==> src/rtl/sec_arb_pkg.sv <==
// constants, types and register layout for the secondary bus arbiter
// assumes a single 10 MHz clock that is also the secondary bus clock
// Operation
// - grant through two priority tiers, rotating within each tier
// - after reset only the bridge sits in the high tier
// - idle with no requests parks on last master, or bridge if park set
// - control bit 6 puts the bridge low (0) or high (1); resets to 1
// - control bits 5..0 put each external requester low (0) or high (1)
// - time-out off when enable clear; 16 bus clocks when set
// - count starts on idle bus after grant; no frame at expiry means dead
// - auto-mask bit set masks a timed-out requester; clear means no masking
// - ignore bits 5..0 drop matching external requests when set
// - link, global or power-on reset restore control 40h and mask 00h
// - per-requester time-out flags set on expiry, cleared by software
package sec_arb_pkg;
    localparam int REQ_N = 6;
    localparam logic [2:0] BRIDGE_IDX = 3'h6;
    // register indices; byte address is four times the index
    localparam logic [9:0] IDX_CTRL = 10'h0dc;
    localparam logic [9:0] IDX_MASK = 10'h0dd;
    localparam logic [9:0] IDX_STAT = 10'h0de;
    localparam logic [7:0] CTRL_RST = 8'h40;
    localparam logic [7:0] MASK_RST = 8'h00;
    localparam logic [5:0] STAT_RST = 6'h00;
    localparam int PARK_BIT = 7;
    localparam int BTIER_BIT = 6;
    localparam int TOEN_BIT = 7;
    localparam int AUTO_BIT = 6;
    localparam int TIMEOUT_BUS_CLKS = 16;
    localparam int MCLK_PER_BUS_CLK = 1;
    localparam int TIMEOUT_CYCLES = TIMEOUT_BUS_CLKS * MCLK_PER_BUS_CLK;
    localparam logic [1:0] RESP_OKAY = 2'h0;
    localparam logic [1:0] RESP_SLVERR = 2'h2;
    typedef enum logic [1:0]
    {
        ST_ARB = 2'b00,
        ST_WAIT = 2'b01,
        ST_BUSY = 2'b11
    } arb_state_e;
    typedef struct packed
    {
        logic park;
        logic bridge_tier;
        logic [5:0] tier;
    } arb_ctrl_s;
    typedef struct packed
    {
        logic to_en;
        logic auto_mask;
        logic [5:0] ignore;
    } req_mask_s;
endpackage : sec_arb_pkg

==> src/rtl/sec_bus_arbiter.sv <==
// secondary bus arbiter for the bridge and six external masters, axi4-lite registers
// assumes bus pins arrive asynchronously and i_bridge_req/i_link_reset are on i_mclk
//
// Register access over AXI4-Lite was decided locally.
`timescale 1ns/1ps
module sec_bus_arbiter #(
    parameter int TO_CLKS = sec_arb_pkg::TIMEOUT_CYCLES
) (
    // clock and resets
    input wire logic i_mclk,
    input wire logic i_rstn,
    input wire logic i_link_reset,
    input wire logic i_global_reset_input_n,
    // axi4-lite slave
    input wire logic [11:0] i_awaddr,
    input wire logic i_awvalid,
    output logic o_awready,
    input wire logic [31:0] i_wdata,
    input wire logic [3:0] i_wstrb,
    input wire logic i_wvalid,
    output logic o_wready,
    output logic [1:0] o_bresp,
    output logic o_bvalid,
    input wire logic i_bready,
    input wire logic [11:0] i_araddr,
    input wire logic i_arvalid,
    output logic o_arready,
    output logic [31:0] o_rdata,
    output logic [1:0] o_rresp,
    output logic o_rvalid,
    input wire logic i_rready,
    // secondary bus
    input wire logic [sec_arb_pkg::REQ_N-1:0] i_request_in_n,
    output logic [sec_arb_pkg::REQ_N-1:0] o_grant_out_n,
    input wire logic i_frame_n,
    input wire logic i_irdy_n,
    // bridge's own master
    input wire logic i_bridge_req,
    output logic o_bridge_gnt
);
    import sec_arb_pkg::*;

    if (TO_CLKS < 2 || TO_CLKS > 255)
    begin : g_bad_to
        $error("TO_CLKS must lie in 2..255");
    end

    localparam logic [7:0] CNT_LAST = 8'(TO_CLKS - 1);

    logic [5:0] req_s1_ff, req_s2_ff;
    logic frame_s1_ff, frame_s2_ff, irdy_s1_ff, irdy_s2_ff, glob_s1_ff, glob_s2_ff;
    logic rst;

    // two-stage synchronisers; only stage two is read
    always_ff @(posedge i_mclk)
    begin
        if (!i_rstn)
        begin
            req_s1_ff <= 6'h3f;
            req_s2_ff <= 6'h3f;
            frame_s1_ff <= 1'b1;
            frame_s2_ff <= 1'b1;
            irdy_s1_ff <= 1'b1;
            irdy_s2_ff <= 1'b1;
            glob_s1_ff <= 1'b1;
            glob_s2_ff <= 1'b1;
        end
        else
        begin
            req_s1_ff <= i_request_in_n;
            req_s2_ff <= req_s1_ff;
            frame_s1_ff <= i_frame_n;
            frame_s2_ff <= frame_s1_ff;
            irdy_s1_ff <= i_irdy_n;
            irdy_s2_ff <= irdy_s1_ff;
            glob_s1_ff <= i_global_reset_input_n;
            glob_s2_ff <= glob_s1_ff;
        end
    end

    assign rst = !i_rstn || i_link_reset || !glob_s2_ff;

    function automatic logic [3:0] rr_pick(input logic [6:0] req, input logic [2:0] last);
        logic [3:0] res;
        int j;
        res = 4'h0;
        for (int k = 7; k >= 1; k--)
        begin
            j = (int'(last) + k) % 7;
            if (req[j])
                res = {1'b1, 3'(j)};
        end
        return res;
    endfunction : rr_pick

    arb_ctrl_s ctrl_ff, nxt_ctrl;
    req_mask_s mask_ff, nxt_mask;
    logic [5:0] to_flag_ff, nxt_to_flag, automask_ff, nxt_automask;
    arb_state_e state_ff, nxt_state;
    logic [7:0] cnt_ff, nxt_cnt;
    logic [2:0] own_ff, nxt_own, last_hi_ff, nxt_last_hi, last_lo_ff, nxt_last_lo;
    logic [5:0] gnt_n_ff, nxt_gnt_n;
    logic bridge_gnt_ff, nxt_bridge_gnt;
    logic [6:0] req_raw, tier7, hi_req, lo_req, cur;
    logic [3:0] pick_hi, pick_lo;
    logic bus_idle, expire;

    logic aw_held_ff, nxt_aw_held, w_held_ff, nxt_w_held;
    logic [9:0] awidx_ff, nxt_awidx;
    logic [7:0] wbyte_ff, nxt_wbyte;
    logic wstrb0_ff, nxt_wstrb0;
    logic awready_ff, wready_ff, bvalid_ff, arready_ff, rvalid_ff;
    logic nxt_awready, nxt_wready, nxt_bvalid, nxt_arready, nxt_rvalid;
    logic [1:0] bresp_ff, nxt_bresp, rresp_ff, nxt_rresp;
    logic [31:0] rdata_ff, nxt_rdata;
    logic do_wr, ar_take;
    logic [9:0] aridx;
    logic [5:0] w1c;

    assign bus_idle = frame_s2_ff && irdy_s2_ff;
    assign req_raw = {i_bridge_req, ~req_s2_ff & ~mask_ff.ignore & ~automask_ff};
    assign tier7 = {ctrl_ff.bridge_tier, ctrl_ff.tier};
    assign hi_req = req_raw & tier7;
    assign lo_req = req_raw & ~tier7;
    assign pick_hi = rr_pick(hi_req, last_hi_ff);
    assign pick_lo = rr_pick(lo_req, last_lo_ff);
    assign cur = {bridge_gnt_ff, ~gnt_n_ff};
    // bridge never times out; it has no flag
    assign expire = mask_ff.to_en && bus_idle && own_ff != BRIDGE_IDX
        && cnt_ff == CNT_LAST;

    // axi4-lite slave
    assign do_wr = aw_held_ff && w_held_ff && !bvalid_ff;
    assign ar_take = i_arvalid && arready_ff;
    assign aridx = i_araddr[11:2];

    always_comb
    begin
        nxt_aw_held = (aw_held_ff || (i_awvalid && awready_ff)) && !do_wr;
        nxt_w_held = (w_held_ff || (i_wvalid && wready_ff)) && !do_wr;
        nxt_awidx = (i_awvalid && awready_ff) ? i_awaddr[11:2] : awidx_ff;
        nxt_wbyte = (i_wvalid && wready_ff) ? i_wdata[7:0] : wbyte_ff;
        nxt_wstrb0 = (i_wvalid && wready_ff) ? i_wstrb[0] : wstrb0_ff;
        nxt_awready = !nxt_aw_held;
        nxt_wready = !nxt_w_held;
        nxt_bvalid = (bvalid_ff && !i_bready) || do_wr;
        nxt_bresp = bresp_ff;
        if (do_wr)
            nxt_bresp = (awidx_ff == IDX_CTRL || awidx_ff == IDX_MASK
                || awidx_ff == IDX_STAT) ? RESP_OKAY : RESP_SLVERR;
        nxt_rvalid = (rvalid_ff && !i_rready) || ar_take;
        nxt_arready = !nxt_rvalid;
        nxt_rdata = rdata_ff;
        nxt_rresp = rresp_ff;
        if (ar_take)
        begin
            nxt_rresp = RESP_OKAY;
            case (aridx)
                IDX_CTRL: nxt_rdata = {24'h00_0000, ctrl_ff};
                IDX_MASK: nxt_rdata = {24'h00_0000, mask_ff};
                IDX_STAT: nxt_rdata = {26'h000_0000, to_flag_ff};
                default:
                begin
                    nxt_rdata = 32'h0000_0000;
                    nxt_rresp = RESP_SLVERR;
                end
            endcase
        end
    end

    always_ff @(posedge i_mclk)
    begin
        if (rst)
        begin
            aw_held_ff <= 1'b0;
            w_held_ff <= 1'b0;
            awidx_ff <= 10'h000;
            wbyte_ff <= 8'h00;
            wstrb0_ff <= 1'b0;
            awready_ff <= 1'b0;
            wready_ff <= 1'b0;
            bvalid_ff <= 1'b0;
            bresp_ff <= RESP_OKAY;
            arready_ff <= 1'b0;
            rvalid_ff <= 1'b0;
            rdata_ff <= 32'h0000_0000;
            rresp_ff <= RESP_OKAY;
        end
        else
        begin
            aw_held_ff <= nxt_aw_held;
            w_held_ff <= nxt_w_held;
            awidx_ff <= nxt_awidx;
            wbyte_ff <= nxt_wbyte;
            wstrb0_ff <= nxt_wstrb0;
            awready_ff <= nxt_awready;
            wready_ff <= nxt_wready;
            bvalid_ff <= nxt_bvalid;
            bresp_ff <= nxt_bresp;
            arready_ff <= nxt_arready;
            rvalid_ff <= nxt_rvalid;
            rdata_ff <= nxt_rdata;
            rresp_ff <= nxt_rresp;
        end
    end

    // arbiter and register state
    always_comb
    begin
        nxt_ctrl = ctrl_ff;
        nxt_mask = mask_ff;
        w1c = 6'h00;
        if (do_wr && wstrb0_ff)
        begin
            if (awidx_ff == IDX_CTRL)
                nxt_ctrl = arb_ctrl_s'(wbyte_ff);
            if (awidx_ff == IDX_MASK)
                nxt_mask = req_mask_s'(wbyte_ff);
            if (awidx_ff == IDX_STAT)
                w1c = wbyte_ff[5:0];
        end
        nxt_state = state_ff;
        nxt_cnt = cnt_ff;
        nxt_own = own_ff;
        nxt_last_hi = last_hi_ff;
        nxt_last_lo = last_lo_ff;
        nxt_gnt_n = gnt_n_ff;
        nxt_bridge_gnt = bridge_gnt_ff;
        nxt_to_flag = to_flag_ff & ~w1c;
        // clearing a flag also lifts the automatic mask it caused
        nxt_automask = automask_ff & ~w1c;
        case (state_ff)
            ST_ARB:
            begin
                nxt_cnt = 8'h00;
                if (bus_idle)
                begin
                    if (pick_hi[3])
                    begin
                        nxt_own = pick_hi[2:0];
                        nxt_last_hi = pick_hi[2:0];
                        nxt_state = ST_WAIT;
                    end
                    else if (pick_lo[3])
                    begin
                        nxt_own = pick_lo[2:0];
                        nxt_last_lo = pick_lo[2:0];
                        nxt_state = ST_WAIT;
                    end
                    else if (ctrl_ff.park)
                        nxt_own = BRIDGE_IDX;
                    {nxt_bridge_gnt, nxt_gnt_n} = (pick_hi[3] || pick_lo[3]
                        || ctrl_ff.park) ? {1'b0, 6'h3f} ^ 7'(7'h01 << nxt_own)
                        : {bridge_gnt_ff, gnt_n_ff};
                end
            end
            ST_WAIT:
            begin
                if (!frame_s2_ff)
                begin
                    nxt_state = ST_BUSY;
                    nxt_cnt = 8'h00;
                end
                else if (!req_raw[own_ff])
                    nxt_state = ST_ARB;
                else if (expire)
                begin
                    nxt_to_flag[own_ff] = 1'b1;
                    if (mask_ff.auto_mask)
                        nxt_automask[own_ff] = 1'b1;
                    nxt_gnt_n = 6'h3f;
                    nxt_bridge_gnt = 1'b0;
                    nxt_state = ST_ARB;
                end
                else if (mask_ff.to_en && bus_idle)
                    nxt_cnt = 8'(cnt_ff + 8'h01);
            end
            ST_BUSY:
                if (frame_s2_ff)
                    nxt_state = ST_ARB;
            default: nxt_state = ST_ARB;
        endcase
    end

    always_ff @(posedge i_mclk)
    begin
        if (rst)
        begin
            ctrl_ff <= arb_ctrl_s'(CTRL_RST);
            mask_ff <= req_mask_s'(MASK_RST);
            to_flag_ff <= STAT_RST;
            automask_ff <= 6'h00;
            state_ff <= ST_ARB;
            cnt_ff <= 8'h00;
            own_ff <= BRIDGE_IDX;
            last_hi_ff <= BRIDGE_IDX;
            last_lo_ff <= BRIDGE_IDX;
            gnt_n_ff <= 6'h3f;
            bridge_gnt_ff <= 1'b0;
        end
        else
        begin
            ctrl_ff <= nxt_ctrl;
            mask_ff <= nxt_mask;
            to_flag_ff <= nxt_to_flag;
            automask_ff <= nxt_automask;
            state_ff <= nxt_state;
            cnt_ff <= nxt_cnt;
            own_ff <= nxt_own;
            last_hi_ff <= nxt_last_hi;
            last_lo_ff <= nxt_last_lo;
            gnt_n_ff <= nxt_gnt_n;
            bridge_gnt_ff <= nxt_bridge_gnt;
        end
    end

    assign o_awready = awready_ff;
    assign o_wready = wready_ff;
    assign o_bvalid = bvalid_ff;
    assign o_bresp = bresp_ff;
    assign o_arready = arready_ff;
    assign o_rvalid = rvalid_ff;
    assign o_rdata = rdata_ff;
    assign o_rresp = rresp_ff;
    assign o_grant_out_n = gnt_n_ff;
    assign o_bridge_gnt = bridge_gnt_ff;
endmodule : sec_bus_arbiter

==> config.mk <==
export PLATFORM = sky130hd
export DESIGN_NAME = sec_bus_arbiter
export DESIGN_NICKNAME = d
export VERILOG_FILES = /design/src/rtl/sec_arb_pkg.sv /design/src/rtl/sec_bus_arbiter.sv
export SDC_FILE = /design/constraint.sdc
export NUM_CORES = 1
export LEC_CHECK = 0
export BUFFER_PORTS_ARGS = -buffer_cell sky130_fd_sc_hd__buf_2
export CORE_UTILIZATION = 50
export CTS_CLUSTER_SIZE = 24
export DETAILED_ROUTE_END_ITERATION = 7
export PLACE_DENSITY = 0.76
export SYNTH_ARGS = -nofsm -noshare
export SYNTH_HDL_FRONTEND = slang
export SYNTH_SLANG_ARGS = --single-unit
==> constraint.sdc <==
create_clock -name i_mclk -period 7.25 [get_ports i_mclk]
set_clock_uncertainty 0.15 [all_clocks]
set_input_delay 1.45 -clock i_mclk [delete_from_list [all_inputs] [get_ports i_mclk]]
set_output_delay 1.45 -clock i_mclk [all_outputs]
set_load 0.02 [all_outputs]
Word level (Yosys, flattened, before mapping)

Index checks and enable logic that the tools add are counted.

Latch bits: 0
Memories kept: 0
RAM bits: 0
Output and inout bits: 48
Bits in read-only memories: 0
Register bits after elaboration: 134

Multiply operators: 0
Equal/unequal tests: 21
Reduce and logical (&&, ||, !) cells: 45
Div/mod/pow operators: 14
Muxes and demuxes: 103
Bitwise logic cells: 15
Shift operators: 1
Order comparisons: 16
$add $sub $neg: 15

Operators with widths:

| kind                                                        | number |
|---|---|
| less-than comparator 32 x 5 -> 1 bit, second input constant | 14 |
| remainder unit 32 x 4 -> 32 bit, second input constant      | 14 |
| 2-to-1 mux 6 bit                                            | 15 |
| == test 10 x 8 -> 1 bit, second input constant              | 6 |
| 2-to-1 mux 4 bit                                            | 14 |
| binary-select mux 1 bit (select 3 bit)                      | 15 |
| 2-to-1 mux 1 bit                                            | 34 |
| adder 3 x 3 -> 4 bit, second input constant                 | 8 |
| 2-to-1 mux 8 bit                                            | 4 |
| inverter 6 bit                                              | 5 |
| AND 6 bit                                                   | 4 |
| case mux 8 bit (3 select lines)                             | 1 |
| 2-to-1 mux 2 bit                                            | 9 |
| adder 3 x 2 -> 4 bit, second input constant                 | 4 |
| case mux 8 bit (2 select lines)                             | 1 |
| logical AND 1 bit                                           | 15 |
| 2-to-1 mux 3 bit                                            | 5 |
| != test 3 bit, second input constant                        | 5 |
| AND 7 bit                                                   | 2 |
| != test 2 bit, second input constant                        | 6 |
| bitwise OR 6 bit                                            | 2 |
| case mux 6 bit (2 select lines)                             | 1 |
| AND reduction 4 bit                                         | 3 |
| logical OR 1 bit                                            | 10 |
| 22 further kinds                                            | 33 |

Logic depth before layout (Yosys ltp)

Gate-level depths: netlist of run 1.

Depth after elaboration: 23
Depth in mapped cells: 25
Mapped depth without buffers: 20

Least setup slack after synthesis of run 1

No wires, ideal clock.

Kind: register -> register
Start: reg last_hi_ff[0]
End: reg gnt_n_ff[4] (netlist: o_grant_out_n[4])
Buffers on the path: 7
Stages on the path, launching flop included: 24
Setup time: 0.122 ns
Data required time: 6.978 ns
Slack: 1.260 ns
Arrival time: 5.718 ns
Cells stage by stage: dfxtp_1 -> buf_4 -> buf_2 -> inv_2 -> buf_2 -> buf_1 -> ha_1 -> buf_2 -> clkbuf_1 -> inv_1 -> clkbuf_1 -> ha_1 -> ha_1 -> or2_1 -> or4_1 -> a32oi_1 -> o21ai_0 -> a32oi_2 -> a31oi_1 -> or3b_1 -> o2111a_1 -> o41ai_4 -> a211oi_2 -> o32a_1

Longest elaborated chain between the ends: 20
Elaborated cells between the ends (all ways): 54

Ends and longest elaborated chain:

| what                                                | RTL line               | RTL |
|---|---|---|
| from (decl)                                         | sec_bus_arbiter.sv:101 | `logic [2:0] own_ff, nxt_own, last_hi_ff, nxt_last_hi, last_lo_ff, nxt_last_lo;` |
| from (signal assigned)                              | sec_bus_arbiter.sv:310 | `last_hi_ff <= nxt_last_hi;` |
| adder 3 x 3 -> 4 bit                                | sec_bus_arbiter.sv:89  | `j = (int'(last) + k) % 7;` |
| remainder unit 32 x 4 -> 32 bit                     | sec_bus_arbiter.sv:89  |  |
| binary-select mux 1 bit (select 3 bit)              | sec_bus_arbiter.sv:90  | `if (req[j])` |
| 2-to-1 mux 1 bit (not written as such) (2 in a row) | sec_bus_arbiter.sv:90  |  |
| 2-to-1 mux 4 bit (6 in a row)                       | sec_bus_arbiter.sv:90  |  |
| 2-to-1 mux 4 bit (*)                                | sec_bus_arbiter.sv:90  |  |
| 2-to-1 mux 3 bit                                    | sec_bus_arbiter.sv:238 | `if (pick_hi[3])` |
| 2-to-1 mux 3 bit                                    | sec_bus_arbiter.sv:236 | `if (bus_idle)` |
| 2-to-1 mux 3 bit                                    | sec_bus_arbiter.sv:232 | `case (state_ff)` |
| left shift 1 x 3 -> 7 bit                           | sec_bus_arbiter.sv:253 | `\|\| ctrl_ff.park) ? {1'b0, 6'h3f} ^ 7'(7'h01 << nxt_own)` |
| inverter 6 bit (no source line)                     | --                     |  |
| 2-to-1 mux 7 bit                                    | sec_bus_arbiter.sv:253 |  |
| 2-to-1 mux 6 bit                                    | sec_bus_arbiter.sv:236 |  |
| case mux 6 bit (2 select lines)                     | sec_bus_arbiter.sv:232 |  |
| to (signal assigned)                                | sec_bus_arbiter.sv:312 | `gnt_n_ff <= nxt_gnt_n;` |
| to (decl)                                           | sec_bus_arbiter.sv:102 | `logic [5:0] gnt_n_ff, nxt_gnt_n;` |

Every way passes the cells marked *; elsewhere a longest branch is shown, timed or not. The select of a mux whose other input is x is not followed.
A chain may end at the register's enable or synchronous reset.

Worst setup path in the final report of run 1

Start: reg last_lo_ff[1]
End: reg gnt_n_ff[4] (netlist: o_grant_out_n[4])

Longest elaborated chain between the ends: 21
Elaborated cells between the ends (all ways): 55

Ends and longest elaborated chain:

| what                                                | RTL line               | RTL |
|---|---|---|
| from (decl)                                         | sec_bus_arbiter.sv:101 |  |
| from (signal assigned)                              | sec_bus_arbiter.sv:311 | `last_lo_ff <= nxt_last_lo;` |
| adder 3 x 3 -> 4 bit                                | sec_bus_arbiter.sv:89  |  |
| remainder unit 32 x 4 -> 32 bit                     | sec_bus_arbiter.sv:89  |  |
| binary-select mux 1 bit (select 3 bit)              | sec_bus_arbiter.sv:90  |  |
| 2-to-1 mux 1 bit (not written as such) (2 in a row) | sec_bus_arbiter.sv:90  |  |
| 2-to-1 mux 4 bit (6 in a row)                       | sec_bus_arbiter.sv:90  |  |
| 2-to-1 mux 4 bit (*)                                | sec_bus_arbiter.sv:90  |  |
| 2-to-1 mux 3 bit                                    | sec_bus_arbiter.sv:244 | `else if (pick_lo[3])` |
| 2-to-1 mux 3 bit                                    | sec_bus_arbiter.sv:238 |  |
| 2-to-1 mux 3 bit                                    | sec_bus_arbiter.sv:236 |  |
| 2-to-1 mux 3 bit                                    | sec_bus_arbiter.sv:232 |  |
| left shift 1 x 3 -> 7 bit                           | sec_bus_arbiter.sv:253 |  |
| inverter 6 bit (no source line)                     | --                     |  |
| 2-to-1 mux 7 bit                                    | sec_bus_arbiter.sv:253 |  |
| 2-to-1 mux 6 bit                                    | sec_bus_arbiter.sv:236 |  |
| case mux 6 bit (2 select lines)                     | sec_bus_arbiter.sv:232 |  |

Marked as above.

==> results.cfg, run 1 <==
[final_layout]
antennaDiodeCount = 0
finalNetCount = 1401
num-fill-cells = 1755
drive_gt1_share_pct = 13.0
layout.area.seq_um2 = 2160
multi_input_comb_area_um2 = 6960
layout_area_growth_over_synthesis_pct = 7.30

[grt]
largest_net_degree_at_the_start_of_global_routing = 72
globalRoute.totalOverflow = 0
grt_antenna_before_repair = 0
groute.usage.overall_pct = 26.9
wire_length_of_the_first_global_routing_pass_um = 43600
first_global_vias = 8654

[clocking]
postCtsSetupBuffers = 0
hold_buffers = 0
insertion_delay_ns = 0.34
cts_resized = 0
cts_tree = yes
htree_num_levels = 3
clock_tree.root_cell = sky130_fd_sc_hd__clkbuf_16
clock-sinks = 108
clk_pin_slew_worst_paths_ns = 0.08
numCtsBuffers = 9
cts_buffer_depth = 2

[synthesis]
synth_commonest_cells = sky130_fd_sc_hd__nand2_1 (131), sky130_fd_sc_hd__nor2_1 (121), sky130_fd_sc_hd__dfxtp_1 (108)
synth_warnings = 0
synthArstFlopShare_pct = 0
synth_top_flop_cell = sky130_fd_sc_hd__dfxtp_1
netlist_area_um2 = 9640
synth_top_cell_by_area = sky130_fd_sc_hd__dfxtp_1
synth.distinct_cells = 102
syn_avg_cell_area_um2 = 7.82
post-synth-top-count-cell = sky130_fd_sc_hd__nand2_1
ys_top_cells_by_area = sky130_fd_sc_hd__dfxtp_1 (22%), sky130_fd_sc_hd__ha_1 (6.2%), sky130_fd_sc_hd__nand2_1 (5.1%)
synth-seq-cells = 108
count_of_flip_flops_with_a_built_in_enable_after_synthesis = 0
synth_cells = 1233
post_synthesis_sequential_area_ratio_pct = 22.4
synth_top_area_share_pct = 22.4

[critical_path]
crit_type = reg -> reg
setup.worst_path.end_class = flip-flop
worst-path-max-fanout = 12
critPathLaunchType = flip-flop
critPathRequiredTime_ns = 7.34
arrival_ns = 6.53

[power_and_ir_drop]
power.net_switching_mw = 2.67
power_per_cell_area_nw_per_um2 = 486
share_clk_of_total_power_pct = 9.3
cellInternalPower_mw = 2.35
pwr-share-comb_pct = 76.8
pwr-share-seq_pct = 13.9
power.static_leakage_nw = 3.85
switching_fraction_of_total_power_pct = 53.2
ir_worst_vdd_uv = 299

[drt]
antenna_left = 0
drc_violation_count_after_routing = 0
detail_route.iter0.violations = 879
vias_per_cell = 6.38
detailroute.via_count = 9654
detail_route.first_pass.iterations = 7
detail_route.wirelength_um = 27100
wl_per_cell_um = 17.9

[timing]
final.min_clock_period_ns = 6.44
achievable-frequency_mhz = 155
final-max-slew-violation-count = 0
hold_violations = 0
worstMarginPinSlew_ns = 1.29
slew_headroom_pct = 12.6
final.setup.worst_slack_ns = 0.806
post-route-period-util_pct = 88.9
setup-violations-final = 0
grt_setup_unrepaired = false
totalNegativeSetupSlack_ns = 0

[job]
maxCapViolations = 0

[floorplanning]
die-height_um = 141
start_util_pct = 51.4
die_area_um2 = 19800
core-area_um2 = 18800
die_width_um = 141
row_count = 50
pin_count = 126

[placed_design]
final_wtd_congestion = 0.973
io_buffer_count = 68
dp_hpwl_um = 20200
place_ws_ns = 0.917

[outcome]
outcome = finished clean

[min_path]
hold_class = reg -> reg
-- worst paths after layout --
kind                 startpoint               end  slack [ns]  depth (start not counted)
hold / removal       glob_s1_ff        glob_s2_ff        0.26                          1
hold reg to reg      glob_s1_ff        glob_s2_ff        0.26                          1
setup reg to reg  last_lo_ff[1]  o_grant_out_n[4]        0.81                         17
setup / recovery  last_lo_ff[1]  o_grant_out_n[4]        0.81                         17
-- power groups by stage --
stage / logic [mW] / clock network (mW) / registers [mW]
after floorplan: 2.98 / 0 / 0.695
after global placement: 3.69 / 0 / 0.707
after detailed placement: 3.75 / 0 / 0.709
after CTS: 3.77 / 0.473 / 0.695
after global routing: 4.20 / 0.497 / 0.702
final: 3.86 / 0.469 / 0.696
-- area by class of cell --
type,instances,area share [%]
clock buffer,9,2.18
clock inverter,6,0.581
inverter,43,1.56
multi-input combinational,1026,67.3
sequential,108,20.9
tap,234,2.83
timing repair buffer,87,4.67
-- state kept, by name, summed over array words and instances, names as in the netlist, 2 cells and up --
name,cells
to_flag_ff,6
ctrl_ff,8
own_ff,3
req_s2_ff,6
last_hi_ff,3
o_rdata,8
cnt_ff,8
req_s1_ff,6
mask_ff,8
awidx_ff,10
o_grant_out_n,6
automask_ff,6
last_lo_ff,3
wbyte_ff,8
state_ff,2
-- kinds of logic (layout without fill, tap and decap cells) --
family / after synthesis / in the layout / share of synthesized area (%)
DFF: 108 / 108 / 22.4
muxes: 65 / 65 / 8.02
adders and majority gates: 48 / 48 / 6.23
other: 1 / 26 / 0.0389
and+or+nand+nor: 503 / 503 / 26.5
AOI/OAI and AO/OA: 353 / 353 / 26.9
buffers and inverters: 124 / 145 / 6.49
xor gates and xnor gates: 31 / 31 / 3.40
-- per-stage QoR --
stage | utilization (%) | cell area (µm²) | hold slack [ns] | cells | power, mW
3_5_place_dp | 53.6 | 10100 | 0.243 | 1498 | 4.46
4_1_cts | 55.1 | 10300 | 0.260 | 1513 | 4.94
6_report | 55.1 | 10300 | 0.260 | 1513 | 5.02
2_1_floorplan | - | 9730 | 0.236 | 1258 | 3.67
5_1_grt | 55.1 | 10300 | 0.272 | 1513 | 5.40
3_3_place_gp | 53.6 | 10100 | 0.239 | 1498 | 4.40
-- worst max-delay path: stages, from the launching register on --
cell                        delay [ns]
sky130_fd_sc_hd__dfxtp_1          0.70
sky130_fd_sc_hd__ha_1             0.40
sky130_fd_sc_hd__xor2_2           0.38
sky130_fd_sc_hd__inv_1            0.17
sky130_fd_sc_hd__ha_1             0.23
sky130_fd_sc_hd__ha_1             0.30
sky130_fd_sc_hd__a221oi_1         0.38
sky130_fd_sc_hd__nand3_1          0.21
sky130_fd_sc_hd__ha_1             0.34
sky130_fd_sc_hd__a2111oi_0        0.55
sky130_fd_sc_hd__nor2_1           0.18
sky130_fd_sc_hd__o211a_1          0.32
sky130_fd_sc_hd__or3_1            0.46
sky130_fd_sc_hd__nor4_1           0.45
sky130_fd_sc_hd__nand2_1          0.20
sky130_fd_sc_hd__o31ai_1          0.30
sky130_fd_sc_hd__o21bai_1         0.23
sky130_fd_sc_hd__o32a_1           0.37
-- metal layers --
| metal | vias up | GRT usage (%) | routed length [µm] | share of wire [%] |
|---|---|---|---|---|
| met5 | - | 0 | 0 | 0 |
| met4 | 0 | 9.61 | 758 | 2.8 |
| met3 | 66 | 3.33 | 2130 | 7.8 |
| li1 | 4646 | - | - | - |
| met2 | 465 | 43.0 | 12100 | 45 |
| met1 | 4477 | 37.1 | 12200 | 45 |
-- cells in the final DEF, fill, tap and decap left out, types with 10 or more instances in the layout --
cell	count
sky130_fd_sc_hd__inv_1	35
sky130_fd_sc_hd__a22oi_1	23
sky130_fd_sc_hd__nor4_1	11
sky130_fd_sc_hd__mux2i_1	48
sky130_fd_sc_hd__a21o_1	10
sky130_fd_sc_hd__a211oi_1	12
sky130_fd_sc_hd__a31oi_1	17
sky130_fd_sc_hd__buf_4	19
sky130_fd_sc_hd__ha_1	48
sky130_fd_sc_hd__and2_1	19
sky130_fd_sc_hd__o31ai_1	12
sky130_fd_sc_hd__nor3_1	45
sky130_fd_sc_hd__conb_1	26
sky130_fd_sc_hd__buf_2	68
sky130_fd_sc_hd__a21oi_1	76
sky130_fd_sc_hd__o211ai_1	18
sky130_fd_sc_hd__nor2_1	121
sky130_fd_sc_hd__nand3_1	36
sky130_fd_sc_hd__dfxtp_1	108
sky130_fd_sc_hd__nor2b_1	16
sky130_fd_sc_hd__o21a_1	11
sky130_fd_sc_hd__or4_1	10
sky130_fd_sc_hd__o21ai_0	44
sky130_fd_sc_hd__xnor2_1	23
sky130_fd_sc_hd__nand2_1	131
sky130_fd_sc_hd__nand2b_1	39
Power figures use the tool's default switching activity.
==> run 2: changes to the inputs <==
- CELL_PAD_IN_SITES_DETAIL_PLACEMENT: not set -> 0
- CELL_PAD_IN_SITES_GLOBAL_PLACEMENT: not set -> 2
- CORE_UTILIZATION: 50 -> 35
- PLACE_DENSITY: 0.76 -> 0.87
==> run 2 against run 1 <==
Effect of this change:
- core utilization shrank 16 points
- largest power group unchanged
- sequential share of layout area down 0.42 points
- clock power increased by 4.7%
- critical endpoint unchanged
- global-route usage fell by 6.2 points
- critical path type unchanged
- cell area rose by 2.0%
- worst setup slack got worse by 0.012 ns
- final cell count is 7.6% higher
- routed wire length up 8.0%
- clock-buffer cell count did not move
==> results.cfg, run 2 (synthesis results as in run 1) <==
[power_and_ir_drop]
power_per_cell_area_nw_per_um2 = 480
ir_worst_vdd_uv = 257
power.static_leakage_nw = 3.90
sum_of_internal_switching_and_leakage_power_mw = 5.07

[clocking]
clock_tree.root_cell = sky130_fd_sc_hd__clkbuf_16
cts_tree = yes
clk_pin_slew_worst_paths_ns = 0.08
hold_buffers = 0
cts_buffer_depth = 2
clock-sinks = 108
postCtsSetupBuffers = 0
htree_num_levels = 3
insertion_delay_ns = 0.35
cts_resized = 0
numCtsBuffers = 9

[drt]
vias_per_cell = 5.79
wl_per_cell_um = 18.0
antenna_left = 0
detailroute.via_count = 9419
detail_route.iter0.violations = 724
detail_route.first_pass.iterations = 5
detail_route.wirelength_um = 29300
drc_violation_count_after_routing = 0

[floorplanning]
die_width_um = 168
pin_count = 126
start_util_pct = 35.8
die-height_um = 168
core-area_um2 = 27000
die_area_um2 = 28200
row_count = 60

[critical_path]
crit_type = reg -> reg
crit_path_frequent_cell = sky130_fd_sc_hd__ha_1
setup.worst_path.end_class = flip-flop
slowest_stage = sky130_fd_sc_hd__dfxtp_1
reg2reg_depth = 18
critPathMaxStageDelay_ns = 0.68
arrival_ns = 6.54
critPathRequiredTime_ns = 7.33
worst-path-max-fanout = 14
path_cells = inv_1 > ha_1 > a21oi_1 > inv_1 > ha_1 > a221oi_1 > nand3_1 > ha_1 > a2111oi_0 > nor2_1 > xnor2_1 > a211oi_1 > or3_1 > nor4_1 > nand3_1 > o2111a_1 > or3_1 > o32a_1
critPathLaunchType = flip-flop

[grt]
groute.usage.overall_pct = 20.7
wire_length_of_the_first_global_routing_pass_um = 47200
largest_net_degree_at_the_start_of_global_routing = 72
first_global_vias = 8906
globalRoute.totalOverflow = 0
grt_antenna_before_repair = 0

[placed_design]
dp_cells = 1612
dp_hpwl_um = 22200
io_buffer_count = 68
final_wtd_congestion = 0.885
place_ws_ns = 0.898

[final_layout]
largest_reg_flops = 10
top_library_cells_by_usage_in_the_layout_fill_and_taps_aside = sky130_fd_sc_hd__nand2_1 (131), sky130_fd_sc_hd__nor2_1 (121), sky130_fd_sc_hd__dfxtp_1 (108)
layout_area_growth_over_synthesis_pct = 9.48
regMostFlops = awidx_ff
finalNetCount = 1408
drive_gt1_share_pct = 13.6
final_common_cell = sky130_fd_sc_hd__nand2_1
layoutNonFillerInstCount = 1628
antennaDiodeCount = 0
num-fill-cells = 2799

[timing]
final.min_clock_period_ns = 6.46
post-route-period-util_pct = 89.0
setup-violations-final = 0
slew_headroom_pct = 21.9
hold_violations = 0
achievable-frequency_mhz = 155
final-max-slew-violation-count = 0
worstMarginPinSlew_ns = 1.16
grt_setup_unrepaired = false
fin_worst_hold_slack_ns = 0.261
totalNegativeSetupSlack_ns = 0
final.setup.worst_slack_ns = 0.794

[outcome]
outcome = finished clean

[min_path]
hold_path_depth = 1
hold_class = reg -> reg

[job]
maxCapViolations = 0
-- run 2: final timing paths --
kind	from	slack [ns]	to
setup reg to reg	last_lo_ff[2]	0.79	o_grant_out_n[4]
hold / removal	glob_s1_ff	0.26	glob_s2_ff
hold reg to reg	glob_s1_ff	0.26	glob_s2_ff
setup / recovery	last_lo_ff[2]	0.79	o_grant_out_n[4]
-- run 2: power by group --
| group | switching, mW | internal, mW |
|---|---|---|
| Clock | 0.245 | 0.245 |
| Sequential | 0.0663 | 0.634 |
| Combinational | 2.39 | 1.49 |
-- run 2: layout make-up --
cell class              count  area (µm²)  share of cell area (%)
repair buffers             94         536                    5.08
inverters                  43         161                    1.53
well taps                 341         427                    4.04
clock inverters             7        77.6                   0.735
clock buffers               9         225                    2.13
multi-input cells        1026        6960                    66.0
flip-flops and latches    108        2160                    20.5
-- run 2: metal layers --
| metal | wire length [µm] | up-vias | GRT usage, % | part of all wire, % |
|---|---|---|---|---|
| met5 | 0 | - | 0 | 0 |
| met4 | 594 | 0 | 6.62 | 2.0 |
| met3 | 1440 | 42 | 2.80 | 4.9 |
| met2 | 13900 | 253 | 34.6 | 47 |
| met1 | 13400 | 4473 | 27.3 | 46 |
| li1 | - | 4651 | - | - |
-- run 2: critical path, delay by kind of cell (launching register included) --
| kind | cells | cell delay, ns |
|---|---|---|
| compound gates | 6 | 2.02 |
| fa+ha+maj | 3 | 0.99 |
| simple gates | 6 | 1.86 |
| xor+xnor | 1 | 0.26 |
| buf+inv | 2 | 0.36 |
| flops | 1 | 0.68 |
-- run 2: stage by stage --
step	utilization, %	cell area (µm²)
finish	39.2	10600
detailed placement	38.0	10200
floorplan	-	9730
global placement	38.0	10200
CTS	39.2	10600
global route	39.2	10600
==> run 3: changes to the inputs <==
- REMOVE_ABC_BUFFERS: not set -> 1
==> run 3 against run 2 <==
Effect of this change:
- via count fell by 0.94%
- first-iteration DRC count rose by 1.4%
- core utilization fell by 0.10 points
- worst setup slack improved by 0.24 ns
- combinational power fell by 2%
- critical path depth fell by 1
- critical path type unchanged
- largest cell class unchanged
- largest power group unchanged
==> results.cfg, run 3 (synthesis results as in run 1) <==
[outcome]
outcome = finished clean

[clocking]
insertion_delay_ns = 0.36
hold_buffers = 0
clk_pin_slew_worst_paths_ns = 0.07
cts_resized = 0
htree_num_levels = 3
cts_tree = yes
postCtsSetupBuffers = 0
cts_buffer_depth = 2
numCtsBuffers = 9
clock-sinks = 108
clock_tree.root_cell = sky130_fd_sc_hd__clkbuf_16

[power_and_ir_drop]
switching_fraction_of_total_power_pct = 52.8
cellInternalPower_mw = 2.36
power_per_cell_area_nw_per_um2 = 474
pwr-share-comb_pct = 76.0
power.static_leakage_nw = 3.88
ir_worst_vdd_uv = 195
power.net_switching_mw = 2.63
pwr-share-seq_pct = 14.1
share_clk_of_total_power_pct = 9.9

[grt]
groute.usage.overall_pct = 20.4
largest_net_degree_at_the_start_of_global_routing = 73
grt_antenna_before_repair = 0
globalRoute.totalOverflow = 0
wire_length_of_the_first_global_routing_pass_um = 46700
first_global_vias = 8630

[drt]
wl_per_cell_um = 17.6
detailroute.via_count = 9330
detail_route.iter0.violations = 734
antenna_left = 0
detail_route.first_pass.iterations = 5
detail_route.wirelength_um = 28600
drc_violation_count_after_routing = 0
vias_per_cell = 5.75

[timing]
slew_headroom_pct = 28.5
hold_violations = 0
grt_setup_unrepaired = false
setup-violations-final = 0
totalNegativeSetupSlack_ns = 0
post-route-period-util_pct = 85.7
worstMarginPinSlew_ns = 1.06
final-max-slew-violation-count = 0
final.min_clock_period_ns = 6.21
final.setup.worst_slack_ns = 1.04
achievable-frequency_mhz = 161

[final_layout]
largest_reg_flops = 10
final_common_cell = sky130_fd_sc_hd__nand2_1
top_library_cells_by_usage_in_the_layout_fill_and_taps_aside = sky130_fd_sc_hd__nand2_1 (131), sky130_fd_sc_hd__nor2_1 (121), sky130_fd_sc_hd__dfxtp_1 (108)
drive_gt1_share_pct = 13.3
regMostFlops = awidx_ff
antennaDiodeCount = 0
final_design_area_no_fill_um2 = 10500
final_util_pct = 39.0
layout_area_growth_over_synthesis_pct = 9.19
finalNetCount = 1404

[placed_design]
place_ws_ns = 1.06
final_wtd_congestion = 0.905
placedInstanceArea_um2 = 10200
dp_hpwl_um = 21800
io_buffer_count = 68

[critical_path]
critPathMaxStageDelay_ns = 0.68
timing.critical_path.max_delay_family = compound AO/OA/AOI/OAI gates
path_cells = inv_1 > ha_1 > a21oi_1 > inv_1 > ha_1 > a221oi_1 > nand3_1 > ha_1 > a2111oi_0 > nor2_1 > o211a_1 > or3_1 > a311oi_1 > a211oi_1 > o2111a_1 > or3_1 > o32a_1
crit_type = reg -> reg
critPathLaunchType = flip-flop
critPathRequiredTime_ns = 7.34
slowest_stage = sky130_fd_sc_hd__dfxtp_1
worst-path-max-fanout = 12
timing.critical_path.buf_inv = 2
setup.worst_path.end_class = flip-flop
crit_path_frequent_cell = sky130_fd_sc_hd__ha_1
arrival_ns = 6.30

[floorplanning]
row_count = 60
die_area_um2 = 28200
die_width_um = 168
pin_count = 126
start_util_pct = 35.8
core-area_um2 = 27000
die-height_um = 168

[min_path]
hold_class = reg -> reg

[job]
maxCapViolations = 0
## run 3: changes by cell type in the layout (fill, tap and decap cells not counted), sizes merged
cell and delta:
buf -4, clkinv +1, inv -1
## run 3: worst paths after layout
kind,startpoint,endpoint,slack (ns),cells past startpoint
min,frame_s1_ff,frame_s2_ff,0.26,1
max reg2reg,last_lo_ff[2],o_grant_out_n[4],1.04,17
max,last_lo_ff[2],o_grant_out_n[4],1.04,17
min reg2reg,frame_s1_ff,frame_s2_ff,0.26,1
## run 3: area by class of cell
class	count	area, µm²
Fill cell	2758	16400
Clock buffer	9	225
Clock inverter	7	80.1
Sequential cell	108	2160
Inverter	43	161
Timing Repair Buffer	90	505
Tap cell	341	427
Multi-Input combinational cell	1026	6960
## run 3: through the flow
| stage | power, mW | hold WS (ns) | instances |
|---|---|---|---|
| floorplan | 3.57 | 0.236 | 1177 |
| global placement | 4.45 | 0.244 | 1608 |
| detailed placement | 4.46 | 0.248 | 1608 |
| CTS | 4.98 | 0.266 | 1624 |
| global route | 5.42 | 0.290 | 1624 |
| finish | 4.99 | 0.262 | 1624 |
## run 3: power by group through the flow
stage	registers [mW]	logic (mW)	clock network, mW
final	0.702	3.79	0.495
after global routing	0.708	4.18	0.535
after CTS	0.700	3.77	0.510
after detailed placement	0.714	3.75	0
after global placement	0.715	3.74	0
after floorplan	0.752	2.82	0
## run 3: layer usage
metal | vias up | share of wire, % | track usage (%)
li1 | 4659 | - | -
met1 | 4383 | 48 | 28.5
met2 | 258 | 45 | 32.8
met3 | 30 | 4.8 | 2.44
met4 | 0 | 2.0 | 5.94
met5 | - | 0 | 0
